[src/hdl/eip_pkg.sv]
// constants for the external interrupt edge select and priority block
package eip_pkg;
  // register byte addresses
  localparam logic [7:0] ADDR_TIMER_CTRL    = 8'h88;
  localparam logic [7:0] ADDR_EXT_ENABLE    = 8'ha8;
  localparam logic [7:0] ADDR_INT_ENABLE1   = 8'ha9;
  localparam logic [7:0] ADDR_INT_ENABLE2   = 8'haa;
  localparam logic [7:0] ADDR_G0_FALL_MASK  = 8'hb4;
  localparam logic [7:0] ADDR_EXT_PRIORITY  = 8'hb8;
  localparam logic [7:0] ADDR_PRIORITY1     = 8'hb9;
  localparam logic [7:0] ADDR_SERIAL_PRIO2  = 8'hba;
  localparam logic [7:0] ADDR_G0_RISE_MASK  = 8'hbb;
  localparam logic [7:0] ADDR_G1_FALL_MASK  = 8'hbc;
  localparam logic [7:0] ADDR_G1_RISE_MASK  = 8'hbd;
  localparam logic [7:0] ADDR_G2_FALL_MASK  = 8'hbe;
  localparam logic [7:0] ADDR_G2_RISE_MASK  = 8'hbf;
  localparam logic [7:0] ADDR_EVENT_STATUS  = 8'hc0;
  localparam logic [7:0] ADDR_EVENT_MASK    = 8'hc1;

  // reset value and writable-bit masks
  localparam logic [7:0] REG_RESET          = 8'h00;
  localparam logic [7:0] WMASK_G0_MASK      = 8'hf0;
  localparam logic [7:0] WMASK_G2_MASK      = 8'h0f;
  localparam logic [7:0] WMASK_SERIAL       = 8'h1f;
  localparam logic [7:0] WMASK_EVENT        = 8'h07;

  // field positions
  localparam int TIMER_AND_EXT_IRQ_CONTROL_G1_FLAG   = 3;
  localparam int TIMER_AND_EXT_IRQ_CONTROL_G0_FLAG   = 1;
  localparam int EXT_EN_G0      = 0;
  localparam int EXT_EN_G1      = 2;
  localparam int EXT_PRIO_G0    = 0;
  localparam int EXT_PRIO_G1    = 2;
  localparam int IEN1_G2_BIT    = 3;
  localparam int PRIO1_G2_BIT   = 3;
  localparam int STAT_G0        = 0;
  localparam int STAT_G1        = 1;
  localparam int STAT_G2        = 2;
  localparam int G0_FIRST_PIN   = 4;

  // widths and source numbering; lower source number wins within a level
  localparam int G0_PINS        = 4;
  localparam int G1_PINS        = 8;
  localparam int G2_PINS        = 4;
  localparam int N_SERIAL       = 5;
  localparam int N_SRC          = 8;
  localparam int SRC_W          = 3;
  localparam logic [2:0] SRC_G0   = 3'h0;
  localparam logic [2:0] SRC_G1   = 3'h1;
  localparam logic [2:0] SRC_G2   = 3'h2;
  localparam int SRC_SER_FIRST  = 3;
endpackage

[src/hdl/eip_ifs.sv]
// interfaces between the edge detectors, the arbiter and the top
`timescale 1ns/100ps
interface eip_edge_if #(parameter int N = 4);
  logic [N-1:0] rise_en;
  logic [N-1:0] fall_en;
  logic         hit;
  modport ctl (output rise_en, output fall_en, input hit);
  modport det (input rise_en, input fall_en, output hit);
endinterface // eip_edge_if

interface eip_arb_if;
  logic [7:0] req;
  logic [7:0] high;
  logic       ack;
  logic       ack_high;
  logic       reti;
  logic       grant_valid;
  logic [2:0] grant_id;
  logic       grant_high;
  logic       in_hi;
  logic       in_lo;
  modport ctl (output req, output high, output ack, output ack_high, output reti,
               input grant_valid, input grant_id, input grant_high, input in_hi, input in_lo);
  modport arb (input req, input high, input ack, input ack_high, input reti,
               output grant_valid, output grant_id, output grant_high, output in_hi,
               output in_lo);
endinterface // eip_arb_if

[src/hdl/eip_edge_detect.sv]
// synchronised per-pin edge detector with rising and falling enables
`timescale 1ns/100ps
module eip_edge_detect #(
  parameter int N = 4
) (
  // clock and reset
  input  wire logic         clk_sys,
  input  wire logic         rst,
  // pins
  input  wire logic [N-1:0] pin,
  // enables and event
  eip_edge_if.det           edge_port
);
  logic [N-1:0] sync1;
  logic [N-1:0] sync2;
  logic [N-1:0] prev;
  logic [N-1:0] next_prev;
  logic [N-1:0] fire;

  // pins are asynchronous: two flops before any logic looks at them
  always_ff @(posedge clk_sys or posedge rst) begin
    if (rst) begin
      sync1 <= '0;
      sync2 <= '0;
      prev  <= '0;
    end else begin
      sync1 <= pin;
      sync2 <= sync1;
      prev  <= next_prev;
    end
  end

  always_comb begin
    next_prev = sync2;
  end

  genvar i;
  generate
    for (i = 0; i < N; i++) begin : g_bit
      // both enables set means either edge counts
      assign fire[i] = (edge_port.rise_en[i] & sync2[i] & ~prev[i]) |
                       (edge_port.fall_en[i] & ~sync2[i] & prev[i]);
    end
  endgenerate

  assign edge_port.hit = |fire;
endmodule // eip_edge_detect

[src/hdl/eip_prio_arb.sv]
// two-level priority picker with in-service tracking for nesting
`timescale 1ns/100ps
module eip_prio_arb (
  // clock and reset
  input  wire logic clk_sys,
  input  wire logic rst,
  // requests and grant
  eip_arb_if.arb    arb_port
);
  logic in_hi;
  logic in_lo;
  logic next_in_hi;
  logic next_in_lo;
  logic [7:0] hi_req;
  logic [7:0] lo_req;

  assign hi_req = arb_port.req & arb_port.high;
  assign lo_req = arb_port.req & ~arb_port.high;

  // high level always beats low; high may preempt a low routine, never another high
  always_comb begin
    arb_port.grant_valid = 1'b0;
    arb_port.grant_id    = 3'h0;
    arb_port.grant_high  = 1'b0;
    if (!in_hi && (hi_req != 8'h00)) begin
      arb_port.grant_valid = 1'b1;
      arb_port.grant_high  = 1'b1;
      for (int k = 7; k >= 0; k--) begin
        if (hi_req[k]) begin
          arb_port.grant_id = k[2:0];
        end
      end
    end else if (!in_hi && !in_lo && (lo_req != 8'h00)) begin
      arb_port.grant_valid = 1'b1;
      for (int k = 7; k >= 0; k--) begin
        if (lo_req[k]) begin
          arb_port.grant_id = k[2:0];
        end
      end
    end
  end

  // return from a routine ends the innermost level first
  always_comb begin
    next_in_hi = in_hi;
    next_in_lo = in_lo;
    if (arb_port.reti) begin
      if (in_hi) begin
        next_in_hi = 1'b0;
      end else begin
        next_in_lo = 1'b0;
      end
    end
    if (arb_port.ack) begin
      if (arb_port.ack_high) begin
        next_in_hi = 1'b1;
      end else begin
        next_in_lo = 1'b1;
      end
    end
  end

  always_ff @(posedge clk_sys or posedge rst) begin
    if (rst) begin
      in_hi <= 1'b0;
      in_lo <= 1'b0;
    end else begin
      in_hi <= next_in_hi;
      in_lo <= next_in_lo;
    end
  end

  assign arb_port.in_hi = in_hi;
  assign arb_port.in_lo = in_lo;
endmodule // eip_prio_arb

[src/hdl/eip_ext_irq.sv]
// external interrupt edge select, request flags and two-level priority top
`timescale 1ns/100ps
module eip_ext_irq (
  // clock and reset
  input  wire logic                          clk_sys,
  input  wire logic                          rst,
  // register port
  input  wire logic [7:0]                    reg_addr,
  input  wire logic [7:0]                    reg_wdata,
  input  wire logic                          reg_wr,
  input  wire logic                          reg_rd,
  output logic      [7:0]                    reg_rdata,
  // external pins
  input  wire logic [eip_pkg::G0_PINS-1:0]   ext_group0,
  input  wire logic [eip_pkg::G1_PINS-1:0]   ext_group1,
  input  wire logic [eip_pkg::G2_PINS-1:0]   ext_group2,
  // serial port requests, same clock
  input  wire logic [eip_pkg::N_SERIAL-1:0]  serial_req,
  // cpu interrupt response
  output logic                               cpu_irq_req,
  output logic      [eip_pkg::SRC_W-1:0]     cpu_irq_id,
  output logic                               cpu_irq_high,
  input  wire logic                          cpu_ack,
  input  wire logic                          cpu_reti,
  // event interrupt
  output logic                               irq
);
  // software-visible registers and flags, and the hidden group2 pending bit
  logic [7:0] g0_fall_mask;
  logic [7:0] g0_rise_mask;
  logic [7:0] g1_fall_mask;
  logic [7:0] g1_rise_mask;
  logic [7:0] g2_fall_mask;
  logic [7:0] g2_rise_mask;
  logic [7:0] serial_prio2;
  logic [7:0] prio1;
  logic [7:0] int_enable1;
  logic [7:0] int_enable2;
  logic [7:0] ext_enable;
  logic [7:0] ext_prio;
  logic [7:0] ev_status;
  logic [7:0] ev_mask;
  logic       g0_flag;
  logic       g1_flag;
  logic       g2_pend;
  // next values
  logic [7:0] next_g0_fall_mask;
  logic [7:0] next_g0_rise_mask;
  logic [7:0] next_g1_fall_mask;
  logic [7:0] next_g1_rise_mask;
  logic [7:0] next_g2_fall_mask;
  logic [7:0] next_g2_rise_mask;
  logic [7:0] next_serial_prio2;
  logic [7:0] next_prio1;
  logic [7:0] next_int_enable1;
  logic [7:0] next_int_enable2;
  logic [7:0] next_ext_enable;
  logic [7:0] next_ext_prio;
  logic [7:0] next_ev_status;
  logic [7:0] next_ev_mask;
  logic [7:0] next_reg_rdata;
  logic       next_g0_flag;
  logic       next_g1_flag;
  logic       next_g2_pend;
  logic       next_irq_req;
  logic       next_irq_high;
  logic [2:0] next_irq_id;
  // accept and write decode
  logic       acc;
  logic       acc_g0;
  logic       acc_g1;
  logic       acc_g2;
  logic       wr_timer_and_ext_irq_control;

  eip_edge_if #(.N(eip_pkg::G0_PINS)) g0_if ();
  eip_edge_if #(.N(eip_pkg::G1_PINS)) g1_if ();
  eip_edge_if #(.N(eip_pkg::G2_PINS)) g2_if ();
  eip_arb_if arb_if ();

  assign g0_if.fall_en = g0_fall_mask[7:eip_pkg::G0_FIRST_PIN];
  assign g0_if.rise_en = g0_rise_mask[7:eip_pkg::G0_FIRST_PIN];
  assign g1_if.fall_en = g1_fall_mask;
  assign g1_if.rise_en = g1_rise_mask;
  assign g2_if.fall_en = g2_fall_mask[eip_pkg::G2_PINS-1:0];
  assign g2_if.rise_en = g2_rise_mask[eip_pkg::G2_PINS-1:0];

  eip_edge_detect #(.N(eip_pkg::G0_PINS)) u_g0 (
    .clk_sys   (clk_sys),
    .rst       (rst),
    .pin       (ext_group0),
    .edge_port (g0_if.det)
  );
  eip_edge_detect #(.N(eip_pkg::G1_PINS)) u_g1 (
    .clk_sys   (clk_sys),
    .rst       (rst),
    .pin       (ext_group1),
    .edge_port (g1_if.det)
  );
  eip_edge_detect #(.N(eip_pkg::G2_PINS)) u_g2 (
    .clk_sys   (clk_sys),
    .rst       (rst),
    .pin       (ext_group2),
    .edge_port (g2_if.det)
  );

  // request vector; index order is the fixed order inside a level
  assign arb_if.req[eip_pkg::SRC_G0] = g0_flag & ext_enable[eip_pkg::EXT_EN_G0];
  assign arb_if.req[eip_pkg::SRC_G1] = g1_flag & ext_enable[eip_pkg::EXT_EN_G1];
  assign arb_if.req[eip_pkg::SRC_G2] = g2_pend & int_enable1[eip_pkg::IEN1_G2_BIT];
  assign arb_if.req[7:eip_pkg::SRC_SER_FIRST] =
    serial_req & int_enable2[eip_pkg::N_SERIAL-1:0];
  assign arb_if.high[eip_pkg::SRC_G0] = ext_prio[eip_pkg::EXT_PRIO_G0];
  assign arb_if.high[eip_pkg::SRC_G1] = ext_prio[eip_pkg::EXT_PRIO_G1];
  assign arb_if.high[eip_pkg::SRC_G2] = prio1[eip_pkg::PRIO1_G2_BIT];
  assign arb_if.high[7:eip_pkg::SRC_SER_FIRST] =
    serial_prio2[eip_pkg::N_SERIAL-1:0];

  // an ack only counts while a request is shown
  assign acc          = cpu_ack & cpu_irq_req;
  assign acc_g0       = acc & (cpu_irq_id == eip_pkg::SRC_G0);
  assign acc_g1       = acc & (cpu_irq_id == eip_pkg::SRC_G1);
  assign acc_g2       = acc & (cpu_irq_id == eip_pkg::SRC_G2);
  assign arb_if.ack      = acc;
  assign arb_if.ack_high = cpu_irq_high;
  assign arb_if.reti     = cpu_reti;
  assign wr_timer_and_ext_irq_control         = reg_wr & (reg_addr == eip_pkg::ADDR_TIMER_CTRL);

  eip_prio_arb u_arb (
    .clk_sys  (clk_sys),
    .rst      (rst),
    .arb_port (arb_if.arb)
  );

  // flags: a new edge wins over the accept clear and over a software clear
  always_comb begin
    next_g0_flag = g0_flag;
    next_g1_flag = g1_flag;
    next_g2_pend = g2_pend;
    if (wr_timer_and_ext_irq_control) begin
      next_g0_flag = reg_wdata[eip_pkg::TIMER_AND_EXT_IRQ_CONTROL_G0_FLAG];
      next_g1_flag = reg_wdata[eip_pkg::TIMER_AND_EXT_IRQ_CONTROL_G1_FLAG];
    end
    if (acc_g0) begin
      next_g0_flag = 1'b0;
    end
    if (acc_g1) begin
      next_g1_flag = 1'b0;
    end
    if (acc_g2) begin
      next_g2_pend = 1'b0;
    end
    if (g0_if.hit) begin
      next_g0_flag = 1'b1;
    end
    if (g1_if.hit) begin
      next_g1_flag = 1'b1;
    end
    if (g2_if.hit) begin
      next_g2_pend = 1'b1;
    end
  end

  // register writes
  always_comb begin
    next_g0_fall_mask = g0_fall_mask;
    next_g0_rise_mask = g0_rise_mask;
    next_g1_fall_mask = g1_fall_mask;
    next_g1_rise_mask = g1_rise_mask;
    next_g2_fall_mask = g2_fall_mask;
    next_g2_rise_mask = g2_rise_mask;
    next_serial_prio2 = serial_prio2;
    next_prio1        = prio1;
    next_int_enable1  = int_enable1;
    next_int_enable2  = int_enable2;
    next_ext_enable   = ext_enable;
    next_ext_prio     = ext_prio;
    next_ev_mask      = ev_mask;
    if (reg_wr) begin
      case (reg_addr)
        eip_pkg::ADDR_G0_FALL_MASK: next_g0_fall_mask = reg_wdata & eip_pkg::WMASK_G0_MASK;
        eip_pkg::ADDR_G0_RISE_MASK: next_g0_rise_mask = reg_wdata & eip_pkg::WMASK_G0_MASK;
        eip_pkg::ADDR_G1_FALL_MASK: next_g1_fall_mask = reg_wdata;
        eip_pkg::ADDR_G1_RISE_MASK: next_g1_rise_mask = reg_wdata;
        eip_pkg::ADDR_G2_FALL_MASK: next_g2_fall_mask = reg_wdata & eip_pkg::WMASK_G2_MASK;
        eip_pkg::ADDR_G2_RISE_MASK: next_g2_rise_mask = reg_wdata & eip_pkg::WMASK_G2_MASK;
        eip_pkg::ADDR_SERIAL_PRIO2: next_serial_prio2 = reg_wdata & eip_pkg::WMASK_SERIAL;
        eip_pkg::ADDR_PRIORITY1:    next_prio1        = reg_wdata;
        eip_pkg::ADDR_INT_ENABLE1:  next_int_enable1  = reg_wdata;
        eip_pkg::ADDR_INT_ENABLE2:  next_int_enable2  = reg_wdata & eip_pkg::WMASK_SERIAL;
        eip_pkg::ADDR_EXT_ENABLE:   next_ext_enable   = reg_wdata;
        eip_pkg::ADDR_EXT_PRIORITY: next_ext_prio     = reg_wdata;
        eip_pkg::ADDR_EVENT_MASK:   next_ev_mask      = reg_wdata & eip_pkg::WMASK_EVENT;
        default: ;
      endcase
    end
  end

  // event status: read clears, a same-cycle edge still lands
  always_comb begin
    next_ev_status = ev_status;
    if (reg_rd && (reg_addr == eip_pkg::ADDR_EVENT_STATUS)) begin
      next_ev_status = 8'h00;
    end
    next_ev_status[eip_pkg::STAT_G0] = next_ev_status[eip_pkg::STAT_G0] | g0_if.hit;
    next_ev_status[eip_pkg::STAT_G1] = next_ev_status[eip_pkg::STAT_G1] | g1_if.hit;
    next_ev_status[eip_pkg::STAT_G2] = next_ev_status[eip_pkg::STAT_G2] | g2_if.hit;
  end

  // read data stand only in the cycle after the strobe; unmapped reads give zero
  always_comb begin
    next_reg_rdata = 8'h00;
    if (reg_rd) begin
      case (reg_addr)
        eip_pkg::ADDR_TIMER_CTRL: begin
          next_reg_rdata[eip_pkg::TIMER_AND_EXT_IRQ_CONTROL_G1_FLAG] = g1_flag;
          next_reg_rdata[eip_pkg::TIMER_AND_EXT_IRQ_CONTROL_G0_FLAG] = g0_flag;
        end
        eip_pkg::ADDR_G0_FALL_MASK: next_reg_rdata = g0_fall_mask;
        eip_pkg::ADDR_G0_RISE_MASK: next_reg_rdata = g0_rise_mask;
        eip_pkg::ADDR_G1_FALL_MASK: next_reg_rdata = g1_fall_mask;
        eip_pkg::ADDR_G1_RISE_MASK: next_reg_rdata = g1_rise_mask;
        eip_pkg::ADDR_G2_FALL_MASK: next_reg_rdata = g2_fall_mask;
        eip_pkg::ADDR_G2_RISE_MASK: next_reg_rdata = g2_rise_mask;
        eip_pkg::ADDR_SERIAL_PRIO2: next_reg_rdata = serial_prio2;
        eip_pkg::ADDR_PRIORITY1:    next_reg_rdata = prio1;
        eip_pkg::ADDR_INT_ENABLE1:  next_reg_rdata = int_enable1;
        eip_pkg::ADDR_INT_ENABLE2:  next_reg_rdata = int_enable2;
        eip_pkg::ADDR_EXT_ENABLE:   next_reg_rdata = ext_enable;
        eip_pkg::ADDR_EXT_PRIORITY: next_reg_rdata = ext_prio;
        eip_pkg::ADDR_EVENT_STATUS: next_reg_rdata = ev_status;
        eip_pkg::ADDR_EVENT_MASK:   next_reg_rdata = ev_mask;
        default:                    next_reg_rdata = 8'h00;
      endcase
    end
  end

  // the request drops with the ack so the stale grant is never acked twice
  always_comb begin
    next_irq_req  = arb_if.grant_valid & ~acc;
    next_irq_id   = arb_if.grant_id;
    next_irq_high = arb_if.grant_high;
  end

  always_ff @(posedge clk_sys or posedge rst) begin
    if (rst) begin
      g0_fall_mask <= eip_pkg::REG_RESET;
      g0_rise_mask <= eip_pkg::REG_RESET;
      g1_fall_mask <= eip_pkg::REG_RESET;
      g1_rise_mask <= eip_pkg::REG_RESET;
      g2_fall_mask <= eip_pkg::REG_RESET;
      g2_rise_mask <= eip_pkg::REG_RESET;
      serial_prio2 <= eip_pkg::REG_RESET;
      prio1        <= eip_pkg::REG_RESET;
      int_enable1  <= eip_pkg::REG_RESET;
      int_enable2  <= eip_pkg::REG_RESET;
      ext_enable   <= eip_pkg::REG_RESET;
      ext_prio     <= eip_pkg::REG_RESET;
      ev_status    <= eip_pkg::REG_RESET;
      ev_mask      <= eip_pkg::REG_RESET;
      reg_rdata    <= eip_pkg::REG_RESET;
      g0_flag      <= 1'b0;
      g1_flag      <= 1'b0;
      g2_pend      <= 1'b0;
      cpu_irq_req  <= 1'b0;
      cpu_irq_id   <= 3'h0;
      cpu_irq_high <= 1'b0;
      irq          <= 1'b0;
    end else begin
      g0_fall_mask <= next_g0_fall_mask;
      g0_rise_mask <= next_g0_rise_mask;
      g1_fall_mask <= next_g1_fall_mask;
      g1_rise_mask <= next_g1_rise_mask;
      g2_fall_mask <= next_g2_fall_mask;
      g2_rise_mask <= next_g2_rise_mask;
      serial_prio2 <= next_serial_prio2;
      prio1        <= next_prio1;
      int_enable1  <= next_int_enable1;
      int_enable2  <= next_int_enable2;
      ext_enable   <= next_ext_enable;
      ext_prio     <= next_ext_prio;
      ev_status    <= next_ev_status;
      ev_mask      <= next_ev_mask;
      reg_rdata    <= next_reg_rdata;
      g0_flag      <= next_g0_flag;
      g1_flag      <= next_g1_flag;
      g2_pend      <= next_g2_pend;
      cpu_irq_req  <= next_irq_req;
      cpu_irq_id   <= next_irq_id;
      cpu_irq_high <= next_irq_high;
      // taken from the next status so irq rises with the bit, not a cycle later
      irq          <= |(next_ev_status & next_ev_mask);
    end
  end
endmodule // eip_ext_irq

[config.mk]
export PLATFORM = sky130hd
export DESIGN_NAME = eip_ext_irq
export DESIGN_NICKNAME = d
export VERILOG_FILES = /design/src/hdl/eip_pkg.sv /design/src/hdl/eip_ifs.sv /design/src/hdl/eip_edge_detect.sv /design/src/hdl/eip_prio_arb.sv /design/src/hdl/eip_ext_irq.sv
export SDC_FILE = /design/constraint.sdc
export NUM_CORES = 1
export LEC_CHECK = 0
export ABC_AREA = 1
export BUFFER_PORTS_ARGS = -buffer_cell sky130_fd_sc_hd__buf_2
export CAP_MARGIN = 20
export CORE_ASPECT_RATIO = 0.6
export CORE_MARGIN = 5
export CORE_UTILIZATION = 30
export CTS_CLUSTER_SIZE = 10
export DETAILED_ROUTE_END_ITERATION = 16
export PLACE_DENSITY = 0.44
export SLEW_MARGIN = 25
export SYNTH_ARGS = -nofsm -noshare
export SYNTH_HDL_FRONTEND = slang
export SYNTH_SLANG_ARGS = --single-unit
export TNS_END_PERCENT = 50
[constraint.sdc]
create_clock -name clk_sys -period 11.3 [get_ports clk_sys]
set_input_delay 2.26 -clock clk_sys [delete_from_list [all_inputs] [get_ports clk_sys]]
set_output_delay 2.26 -clock clk_sys [all_outputs]
set_load 0.05 [all_outputs]
Word level (Yosys, flattened, before mapping). Cells that the tools add are included.

Bits in registers: 157. Input bits: 43. Output and inout bits: 14. Word-level logic and storage cells: 253.

Equal/unequal tests: 17. Multiplexer cells: 45. Bitwise operators: 130. Reduce and logical (&&, ||, !) cells: 28.

Operators with widths (count): $eq A8 B8 Y1 const B (15); $and A1 B1 Y1 (73); $mux W3 (18); $pmux W4 S12 (1); $not A1 Y1 (33); $mux W8 (4); $pmux W1 S13 (2); $and A8 B8 Y8 (3); $pmux W1 S12 (2); $reduce_and A2 Y1 (12); $or A1 B1 Y1 (19); $mux W1 (18); $reduce_bool A8 Y1 (2); $reduce_or A8 Y1 (2); $not A8 Y8 (1); $reduce_or A4 Y1 (2); $reduce_bool A3 Y1 (2); $and A5 B5 Y5 (1); $logic_and A1 B1 Y1 (4); $eq A3 B1 Y1 const B (1); $eq A3 B2 Y1 const B (1); $logic_not A3 Y1 (1); $logic_not A1 Y1 (2); $reduce_bool A2 Y1 (1).

Depth between registers and ports, before layout. Gate-level depths: netlist of the first run.

Word-level depth: 12. Mapped depth: 11. Gate-level depth less buffers: 11.

By module. Synthesis of the first run repeated with hierarchy kept, for this count alone.

Cells, all modules: 847. Area, all modules: 7048.0 µm².

By module, submodules not included: eip_ext_irq (times used 1, cells an instance 613, area an instance 5001.0 µm², sequential area each 2677.6 µm²); eip_edge_detect at u_g1 (times used 1, cells an instance 76, area an instance 815.8 µm², sequential area each 600.6 µm²); eip_edge_detect at u_g0 ... (times used 2, cells an instance 35, area an instance 399.1 µm², sequential area each 300.3 µm²); eip_prio_arb (times used 1, cells an instance 88, area an instance 432.9 µm², sequential area each 50.0 µm²).

Worst setup path after synthesis of the first run. OpenSTA, ideal clock, no wires.

Path type: in2reg. Start: in reg_wr. End: reg int_enable2[0]. Library setup time: 0.119 ns. Arrival: 3.201 ns. Data required time: 11.181 ns. Path slack: 7.980 ns. Stages on the path: 5. Path buffers: 1. Cell sequence: buf_4 > inv_2 > nor4_4 > nand2_1 > o21a_1.

Cells in the longest elaborated chain, start to end: 1.

Ends and longest elaborated chain: from (decl) (line eip_ext_irq.sv:10) `input wire logic reg_wr,`; $reduce_and A2 Y1 (no line); to (signal assigned) (line eip_ext_irq.sv:255) `int_enable2 <= eip_pkg::REG_RESET;`; to (signal assigned) (line eip_ext_irq.sv:278) `int_enable2 <= next_int_enable2;`; to (decl) (line eip_ext_irq.sv:38) `logic [7:0] int_enable2;`.

No other way between the ends. A chain may end at the register's enable or synchronous reset.

Final worst setup path of the first run.
Start: in reg_addr[1]. End: reg irq.

Elaborated cells on any way between the ends: 11. Those cells by class: 2 x eq/ne; 3 x mux; 4 x bitwise; 2 x reduce/logical.

RTL lines: from (decl) (line eip_ext_irq.sv:8) `input wire logic [7:0] reg_addr,`; $eq A8 B8 Y1 (line eip_ext_irq.sv:201) `if (reg_rd && (reg_addr == eip_pkg::ADDR_EVENT_STATUS)) begin`; $logic_and A1 B1 Y1 (line eip_ext_irq.sv:201); $mux W8 (line eip_ext_irq.sv:201); named net next_ev_status[3] (line eip_ext_irq.sv:59) `logic [7:0] next_ev_status;`; $and A8 B8 Y8 (line eip_ext_irq.sv:291) `irq <= |(next_ev_status & next_ev_mask);`; $reduce_or A8 Y1 (line eip_ext_irq.sv:291); to (signal assigned) (line eip_ext_irq.sv:291); to (decl) (line eip_ext_irq.sv:26) `output logic irq`.

The timed path passes the listed nets, and every way through them passes these cells.

==> summary.md, run 1 <==
| Metric | Value |
|---|---|
| Outcome | `finished clean` |
| Synthesized net count | `about 840` |
| Sequential share of power | `0.466` |
| RSZ-0062 raised after global routing | `no` |
| Hold buffers post-CTS | `0` |
| Final Hold Viols | `0` |
| Ranking of synthesized cells by area | `dfrtp_1 56%, nand2_1 14%, nand3_1 5.1%` |
| Critical-path cell list | `buf_2 -> nor2_4 -> nand2_1 -> nor2_1 -> a21boi_0 -> nand2_1 -> nand3_1 -> nor2_1 -> nand2_1` |
| CP Capture Type | `register` |
| Vias in the first global route | `5155` |
| Crit. path cell count | `9` |
| Slew margin rel. | `0.455` |
| Overall power | `1.33 mW` |
| CTS tree | `done` |
| Initial Utilization | `0.303` |
| Total number of vias | `5433` |
| Critical Path AT | `3.92 ns` |
| Worst Max-Slew Pin Slew | `0.817 ns` |
| DRT Pass-1 Iters | `5` |
| Cells after DPL | `1158` |
| WHS Path Cells | `0` |
| Crit path launch type | `input pin` |
| CP required | `11.62 ns` |
| Routed length per placed instance | `17.1 um` |
| Cells after Synth | `roughly 800` |
| GRT Total Usage | `0.159` |
| CP peak stage delay | `0.62 ns` |
| Layout area overhead | `17.2%` |
| Static leakage | `4.12 nW` |
| Post_cts resized | `0` |
| Gr ovfl total | `0` |
| DRC violation count after routing | `0` |
| Number of synthesized flops with an enable pin | `0` |
| Antenna violations before repair | `1` |
| Post-route cell area | `0.00819 mm^2` |
| Layout cells sized above 1 | `0.152` |
| Crit path max fanout | `11` |
| Die area | `approximately 0.027 mm^2` |
| Most common cell in the netlist | `nand2_1` |
| CTS H-Tree Depth | `4` |
| R2r endpoint | `irq` |
| Post-CTS Setup Inserts | `0` |
| CTS Sinks | `around 160` |
| Biggest area consumer among synthesized cells | `dfrtp_1` |
| Clock slew at reported path FFs | `0.06 ns` |
| Comb power frac | `0.086` |
| Power Internal | `0.994 mW` |
| Die width | `just over 200 um` |
| Layout Nets | `906` |
| Setup TNS | `0 ns` |
| Crit path launch | `reg_addr[1]` |
| DP HPWL | `14700 um` |
| Power Dens Cells | `~160 mW/mm^2` |
| Fin cells | `1188` |
| Crit path to | `irq` |
| CTS root buf | `clkbuf_16` |
| Most frequent CP cell | `nand2_1` |
| Register area share after synthesis | `0.562` |
| Pins over their slew limit | `0` |
| Crit path kind | `input pin to register` |
| Ys async rst share | `1.00` |
| Total Wirelength | `20300 um` |
| Post-layout min period | `roughly 3.6 ns` |
| Rows | `43` |
| Clock Skew | `0.00772 ns` |
| Max VDD drop | `0.000103 V` |
| Buffers & Inverters on Critical Path | `1` |
| Sw Ratio | `0.252` |
| Syn avg cell area | `about 8.7 um^2` |
| Unique cell type count in the Yosys netlist | `37` |
| Die Height | `128 um` |
| Core area | `between 0.02 and 0.025 mm^2` |
| Final Cycle Share | `0.319` |
| FF-to-FF setup slack | `9.64 ns` |
| Ant diodes | `0` |
| Yosys reg bits | `157` |
| Latest clock arrival within the worst-skew pair | `~0.43 ns` |
| Reg-to-Reg Start | `g1_fall_mask[2]` |
| Routed Antenna Nets | `0` |
| Routed wl met2 | `7780 um` |
| Yosys top cell area share | `0.562` |
| Top Family by Delay on Critical Path | `simple AND/OR/NAND/NOR gates` |
| 1st-iter DRT viols | `494` |
| Met3 routed WL | `989 um` |
| Number of fill cells | `2433` |
| Clk buf depth | `2` |
| Max-cap violation count | `0` |
| Final-report setup violation count | `0` |
| CP max-delay cell | `nor2_1` |
| FMAX | `about 280 MHz` |
| M1 WL | `between 10000 and 15000 um` |
| TritonCTS Buffers | `17` |
| Synth Warn # | `0` |
| Hold Worst Slack | `between 0.3 and 0.4 ns` |
| First-pass GRT wire length | `31900 um` |
| Synth top cells by count | `258 x nand2_1, 157 x dfrtp_1, 71 x nand3_1` |
| Area post-placement | `0.00756 mm^2` |
| Hold WC Path Type | `register to register` |
| IO Port Bufs | `56` |
| Placer Congestion | `0.833` |
| Sw Pwr | `roughly 0.34 mW` |
| Highest Signal Layer | `met5` |
| Via density | `4.57` |
| Mapped cell area | `about 0.0070 mm^2` |
| Synth Flop Type | `dfrtp_1` |
| Ports | `57` |
| Reg2Reg Depth | `10` |
| Clock power share | `0.448` |
| Pin count of the biggest net entering global routing | `between 90 and 100` |
[power groups by stage]
stage,Clock [mW],Sequential (mW),Combinational [mW]
after detailed placement,0,0.629,0.114
final,0.596,0.619,0.114
after global routing,0.635,0.624,0.128
after floorplan,0,0.637,0.0618
after CTS,0.610,0.619,0.115
after global placement,0,0.630,0.115
[layer usage]
metal,vias up,global-route usage
met3,16,0.0389
met4,2,0.0342
li1,2704,-
met2,116,0.207
met1,2595,0.258
met5,-,0
[sequential cells by signal, indices dropped and copies added, names as in the netlist, 5 cells and up]
signal / flops
ev_mask: 8
ev_status: 8
ext_enable: 8
ext_prio: 8
g1_fall_mask: 8
g1_if.rise_en: 8
int_enable1: 8
prio1: 8
reg_rdata: 8
u_g1.next_prev: 8
u_g1.prev: 8
u_g1.sync1: 8
int_enable2: 5
serial_prio2: 5
[stage by stage]
stage               setup slack [ns]  utilization
global route                    7.55        0.355
finish                          7.70        0.355
CTS                             7.69        0.354
floorplan                       4.81            -
detailed placement              7.24        0.328
global placement                7.16        0.328
[cell type report]
type / count / area (um^2) / area share
sequential: 157 / 3930 / 0.480
multi-input combinational: 551 / 2650 / 0.324
clock buffer: 22 / 484 / 0.0592
tap: 315 / 394 / 0.0482
timing repair buffer: 58 / 315 / 0.0385
inverter: 78 / 298 / 0.0364
clock inverter: 7 / 113 / 0.0138
[cell usage in the layout, fill, tap and decap left out, drive strengths merged, types with 9 or more instances in the layout]
| cell type | synthesis | layout |
|---|---|---|
| clkbuf | 0 | 22 |
| a21oi | 9 | 9 |
| dfrtp | 157 | 157 |
| buf | 13 | 58 |
| inv | 75 | 75 |
| nor2 | 78 | 78 |
| o21a | 21 | 21 |
| nand3 | 73 | 73 |
| nand2 | 266 | 266 |
| o21ai | 79 | 79 |
[worst register-to-register path: stages (launching register included)]
cell and delay [ns]:
dfrtp_1 0.42, nand2_1 0.08, nor2_1 0.04, nor2_1 0.10, nand2_1 0.09, nor2_1 0.31, nand3_1 0.23, nand2_1 0.14
nand2_1 0.05, inv_1 0.05, nand2_1 0.04
[kinds of logic (layout without fill, tap and decap cells)]
| group | after synthesis | in the layout | synth area share |
|---|---|---|---|
| buffers and inverters | 91 | 165 | 0.0580 |
| and+or+nand+nor | 432 | 432 | 0.275 |
| DFF | 157 | 157 | 0.562 |
| AOI/OAI and AO/OA | 119 | 119 | 0.104 |
[worst min-delay path by stage]
| stage | from | endpoint | slack [ns] |
|---|---|---|---|
| after floorplan | u_g0.sync1[0] | u_g0.next_prev[0] | 0.33 |
| after global placement | u_g2.sync1[2] | u_g2.next_prev[2] | 0.33 |
| after detailed placement | u_g0.sync1[0] | u_g0.next_prev[0] | 0.33 |
| after CTS | u_g2.sync1[2] | u_g2.next_prev[2] | 0.35 |
| after global routing | u_g0.sync1[0] | u_g0.next_prev[0] | 0.35 |
| final | u_g2.sync1[2] | u_g2.next_prev[2] | 0.35 |
Note: power is estimated with default switching activity, not from simulation.
==> run 2, diff against run 1 <==
==> constraint.sdc (replaced) <==
create_clock -name clk_sys -period 3.7 [get_ports clk_sys]
set_input_delay 0.74 -clock clk_sys [delete_from_list [all_inputs] [get_ports clk_sys]]
set_output_delay 0.74 -clock clk_sys [all_outputs]
set_load 0.05 [all_outputs]
==> run 2 against run 1 <==
  * Combinational power increased to 3.1 times the previous value
  * Sequential power increased to 3.1 times the previous value
  * Cell area increased by 0.52%
  * Via count decreased by 1.5%
  * Clock-buffer cell count decreased by 4
  * Non-clock buffer count increased by 2
  * Core utilization increased by 0.18 points
==> summary.md, run 2 (synthesis gave the netlist of run 1 again) <==
| Metric | Value |
|---|---|
| Critical-path cell list | `buf_2 -> nor2_4 -> nand2_1 -> nor2_1 -> a21boi_0 -> nand2_1 -> nand3_1 -> nor2_1 -> nand2_1` |
| DRC violation count after routing | `0 (unchanged)` |
| Crit path max fanout | `11 (unchanged)` |
| Gr ovfl total | `0 (unchanged)` |
| Final Cycle Share | `0.547` |
| IO Port Bufs | `56 (unchanged)` |
| Clock Skew | `0.0127 ns (+0.00499 ns)` |
| Outcome | `finished clean` |
| Max VDD drop | `0.000282 V (+170%)` |
| Die width | `207 um (unchanged)` |
| Setup TNS | `0 ns (unchanged)` |
| CP peak stage delay | `0.54 ns (-0.08 ns)` |
| Die area | `0.0265 mm^2 (unchanged)` |
| GRT Total Usage | `0.158 (about the same)` |
| Clock slew at reported path FFs | `0.06 ns (about the same)` |
| Latest clock arrival within the worst-skew pair | `0.44 ns (about the same)` |
| TritonCTS Buffers | `17 (unchanged)` |
| Crit path launch type | `input pin` |
| Ports | `57 (unchanged)` |
| First-pass GRT wire length | `31700 um (-0.63%)` |
| DRT Pass-1 Iters | `7 (+2)` |
| Crit path kind | `input pin to register` |
| Vias in the first global route | `5108 (-0.91%)` |
| Top Family by Delay on Critical Path | `simple AND/OR/NAND/NOR gates` |
| Total Wirelength | `20100 um (-0.98%)` |
| CP required | `4.02 ns (-7.60 ns)` |
| Final core utilization | `0.357 (+0.00185)` |
| Final-report setup violation count | `0 (unchanged)` |
| Die Height | `128 um (unchanged)` |
| Rows | `43 (unchanged)` |
| Initial Utilization | `0.303 (unchanged)` |
| Layout area overhead | `17.8%` |
| Power Dens Cells | `499 mW/mm^2 (+210%)` |
| Overall power | `4.10 mW (+210%)` |
| Total number of vias | `5352 (-1.5%)` |
| Most frequent CP cell | `nand2_1` |
| Layout Nets | `908 (+0.22%)` |
| CTS H-Tree Depth | `4 (unchanged)` |
| Worst Max-Slew Pin Slew | `0.693 ns (-0.124 ns)` |
| Placer Congestion | `0.872 (+4.7%)` |
| Commonest non-fill, non-tap cell in the layout | `nand2_1` |
| RSZ-0062 raised after global routing | `no` |
| Leading cell types in the layout, fill and taps excluded | `258 x nand2_1, 157 x dfrtp_1, 71 x nand3_1` |
| Max-cap violation count | `0 (unchanged)` |
| DP HPWL | `14900 um (+1.9%)` |
| CP max-delay cell | `nor2_1` |
| 1st-iter DRT viols | `440 (-11%)` |
| Pin count of the biggest net entering global routing | `62 (-36%)` |
| Routed Antenna Nets | `0 (unchanged)` |
| Pins over their slew limit | `0 (unchanged)` |
| Routed length per placed instance | `16.8 um (-1.4%)` |
| CTS Sinks | `157 (unchanged)` |
| Post-layout min period | `2.02 ns` |
| Ant diodes | `0 (unchanged)` |
| Antenna violations before repair | `0 (-1)` |
| Critical Path AT | `2.35 ns (-1.57 ns)` |
| Final Hold Viols | `0 (unchanged)` |
| CTS root buf | `clkbuf_16` |
| Core area | `0.0230 mm^2 (unchanged)` |
| Layout cells sized above 1 | `0.158 (+0.00597)` |
| Buffers & Inverters on Critical Path | `1 (unchanged)` |
| Post_cts resized | `0 (unchanged)` |
| FMAX | `494 MHz` |
| Clk buf depth | `2 (unchanged)` |
| Via density | `4.49 (-1.9%)` |
| Hold buffers post-CTS | `0 (unchanged)` |
| CP Capture Type | `register` |
| Static leakage | `4.12 nW (about the same)` |
| Post-CTS Setup Inserts | `0 (unchanged)` |
| CTS tree | `done` |
| Hold WC Path Type | `register to register` |
| Slew margin rel. | `0.537 (+0.0810)` |
[run 2: cell type report]
| class | instances | area (um^2) |
|---|---|---|
| fillers | 2379 | 14800 |
| flip-flops and latches | 157 | 3930 |
| multi-input cells | 551 | 2650 |
| clock buffers | 18 | 439 |
| well taps | 315 | 394 |
| repair buffers | 60 | 335 |
| inverters | 78 | 297 |
| clock inverters | 14 | 181 |
[run 2: path summary, 6_finish.rpt]
| kind | start | end | slack [ns] | depth (start not counted) |
|---|---|---|---|---|
| max in group asynchronous | rst | reg_rdata[4] | 2.56 | 3 |
| setup / recovery | reg_addr[1] | irq | 1.68 | 9 |
| setup reg to reg | g1_fall_mask[4] | irq | 2.04 | 9 |
| hold / removal | u_g1.sync1[3] | u_g1.next_prev[3] | 0.35 | 0 |
| hold reg to reg | u_g1.sync1[3] | u_g1.next_prev[3] | 0.35 | 0 |
| min in group asynchronous | rst | u_g0.sync1[3] | 0.40 | 2 |
[run 2: metrics by stage]
| step | hold WS (ns) | setup WS [ns] | std cells | instance area [um^2] |
|---|---|---|---|---|
| after global placement | 0.332 | 1.25 | 1161 | 7610 |
| after floorplan | 0.331 | 0.973 | 799 | 6990 |
| after detailed placement | 0.335 | 1.21 | 1161 | 7610 |
| final | 0.347 | 1.68 | 1193 | 8230 |
| after global routing | 0.356 | 1.44 | 1193 | 8230 |
| after CTS | 0.349 | 1.68 | 1193 | 8230 |
[run 2: per-layer routing]
metal | GRT usage | up-vias | part of all wire
met4 | 0.0361 | 0 | 0.0087
met1 | 0.259 | 2513 | 0.56
met2 | 0.205 | 115 | 0.39
li1 | - | 2708 | -
met3 | 0.0377 | 16 | 0.046
met5 | 0 | - | 0
[run 2: report_power, final]
| part | switching (mW) | internal, mW | total [mW] |
|---|---|---|---|
| combinational | 0.251 | 0.101 | 0.351 |
| clock | 0.771 | 1.09 | 1.86 |
| sequential | 0.0728 | 1.82 | 1.89 |
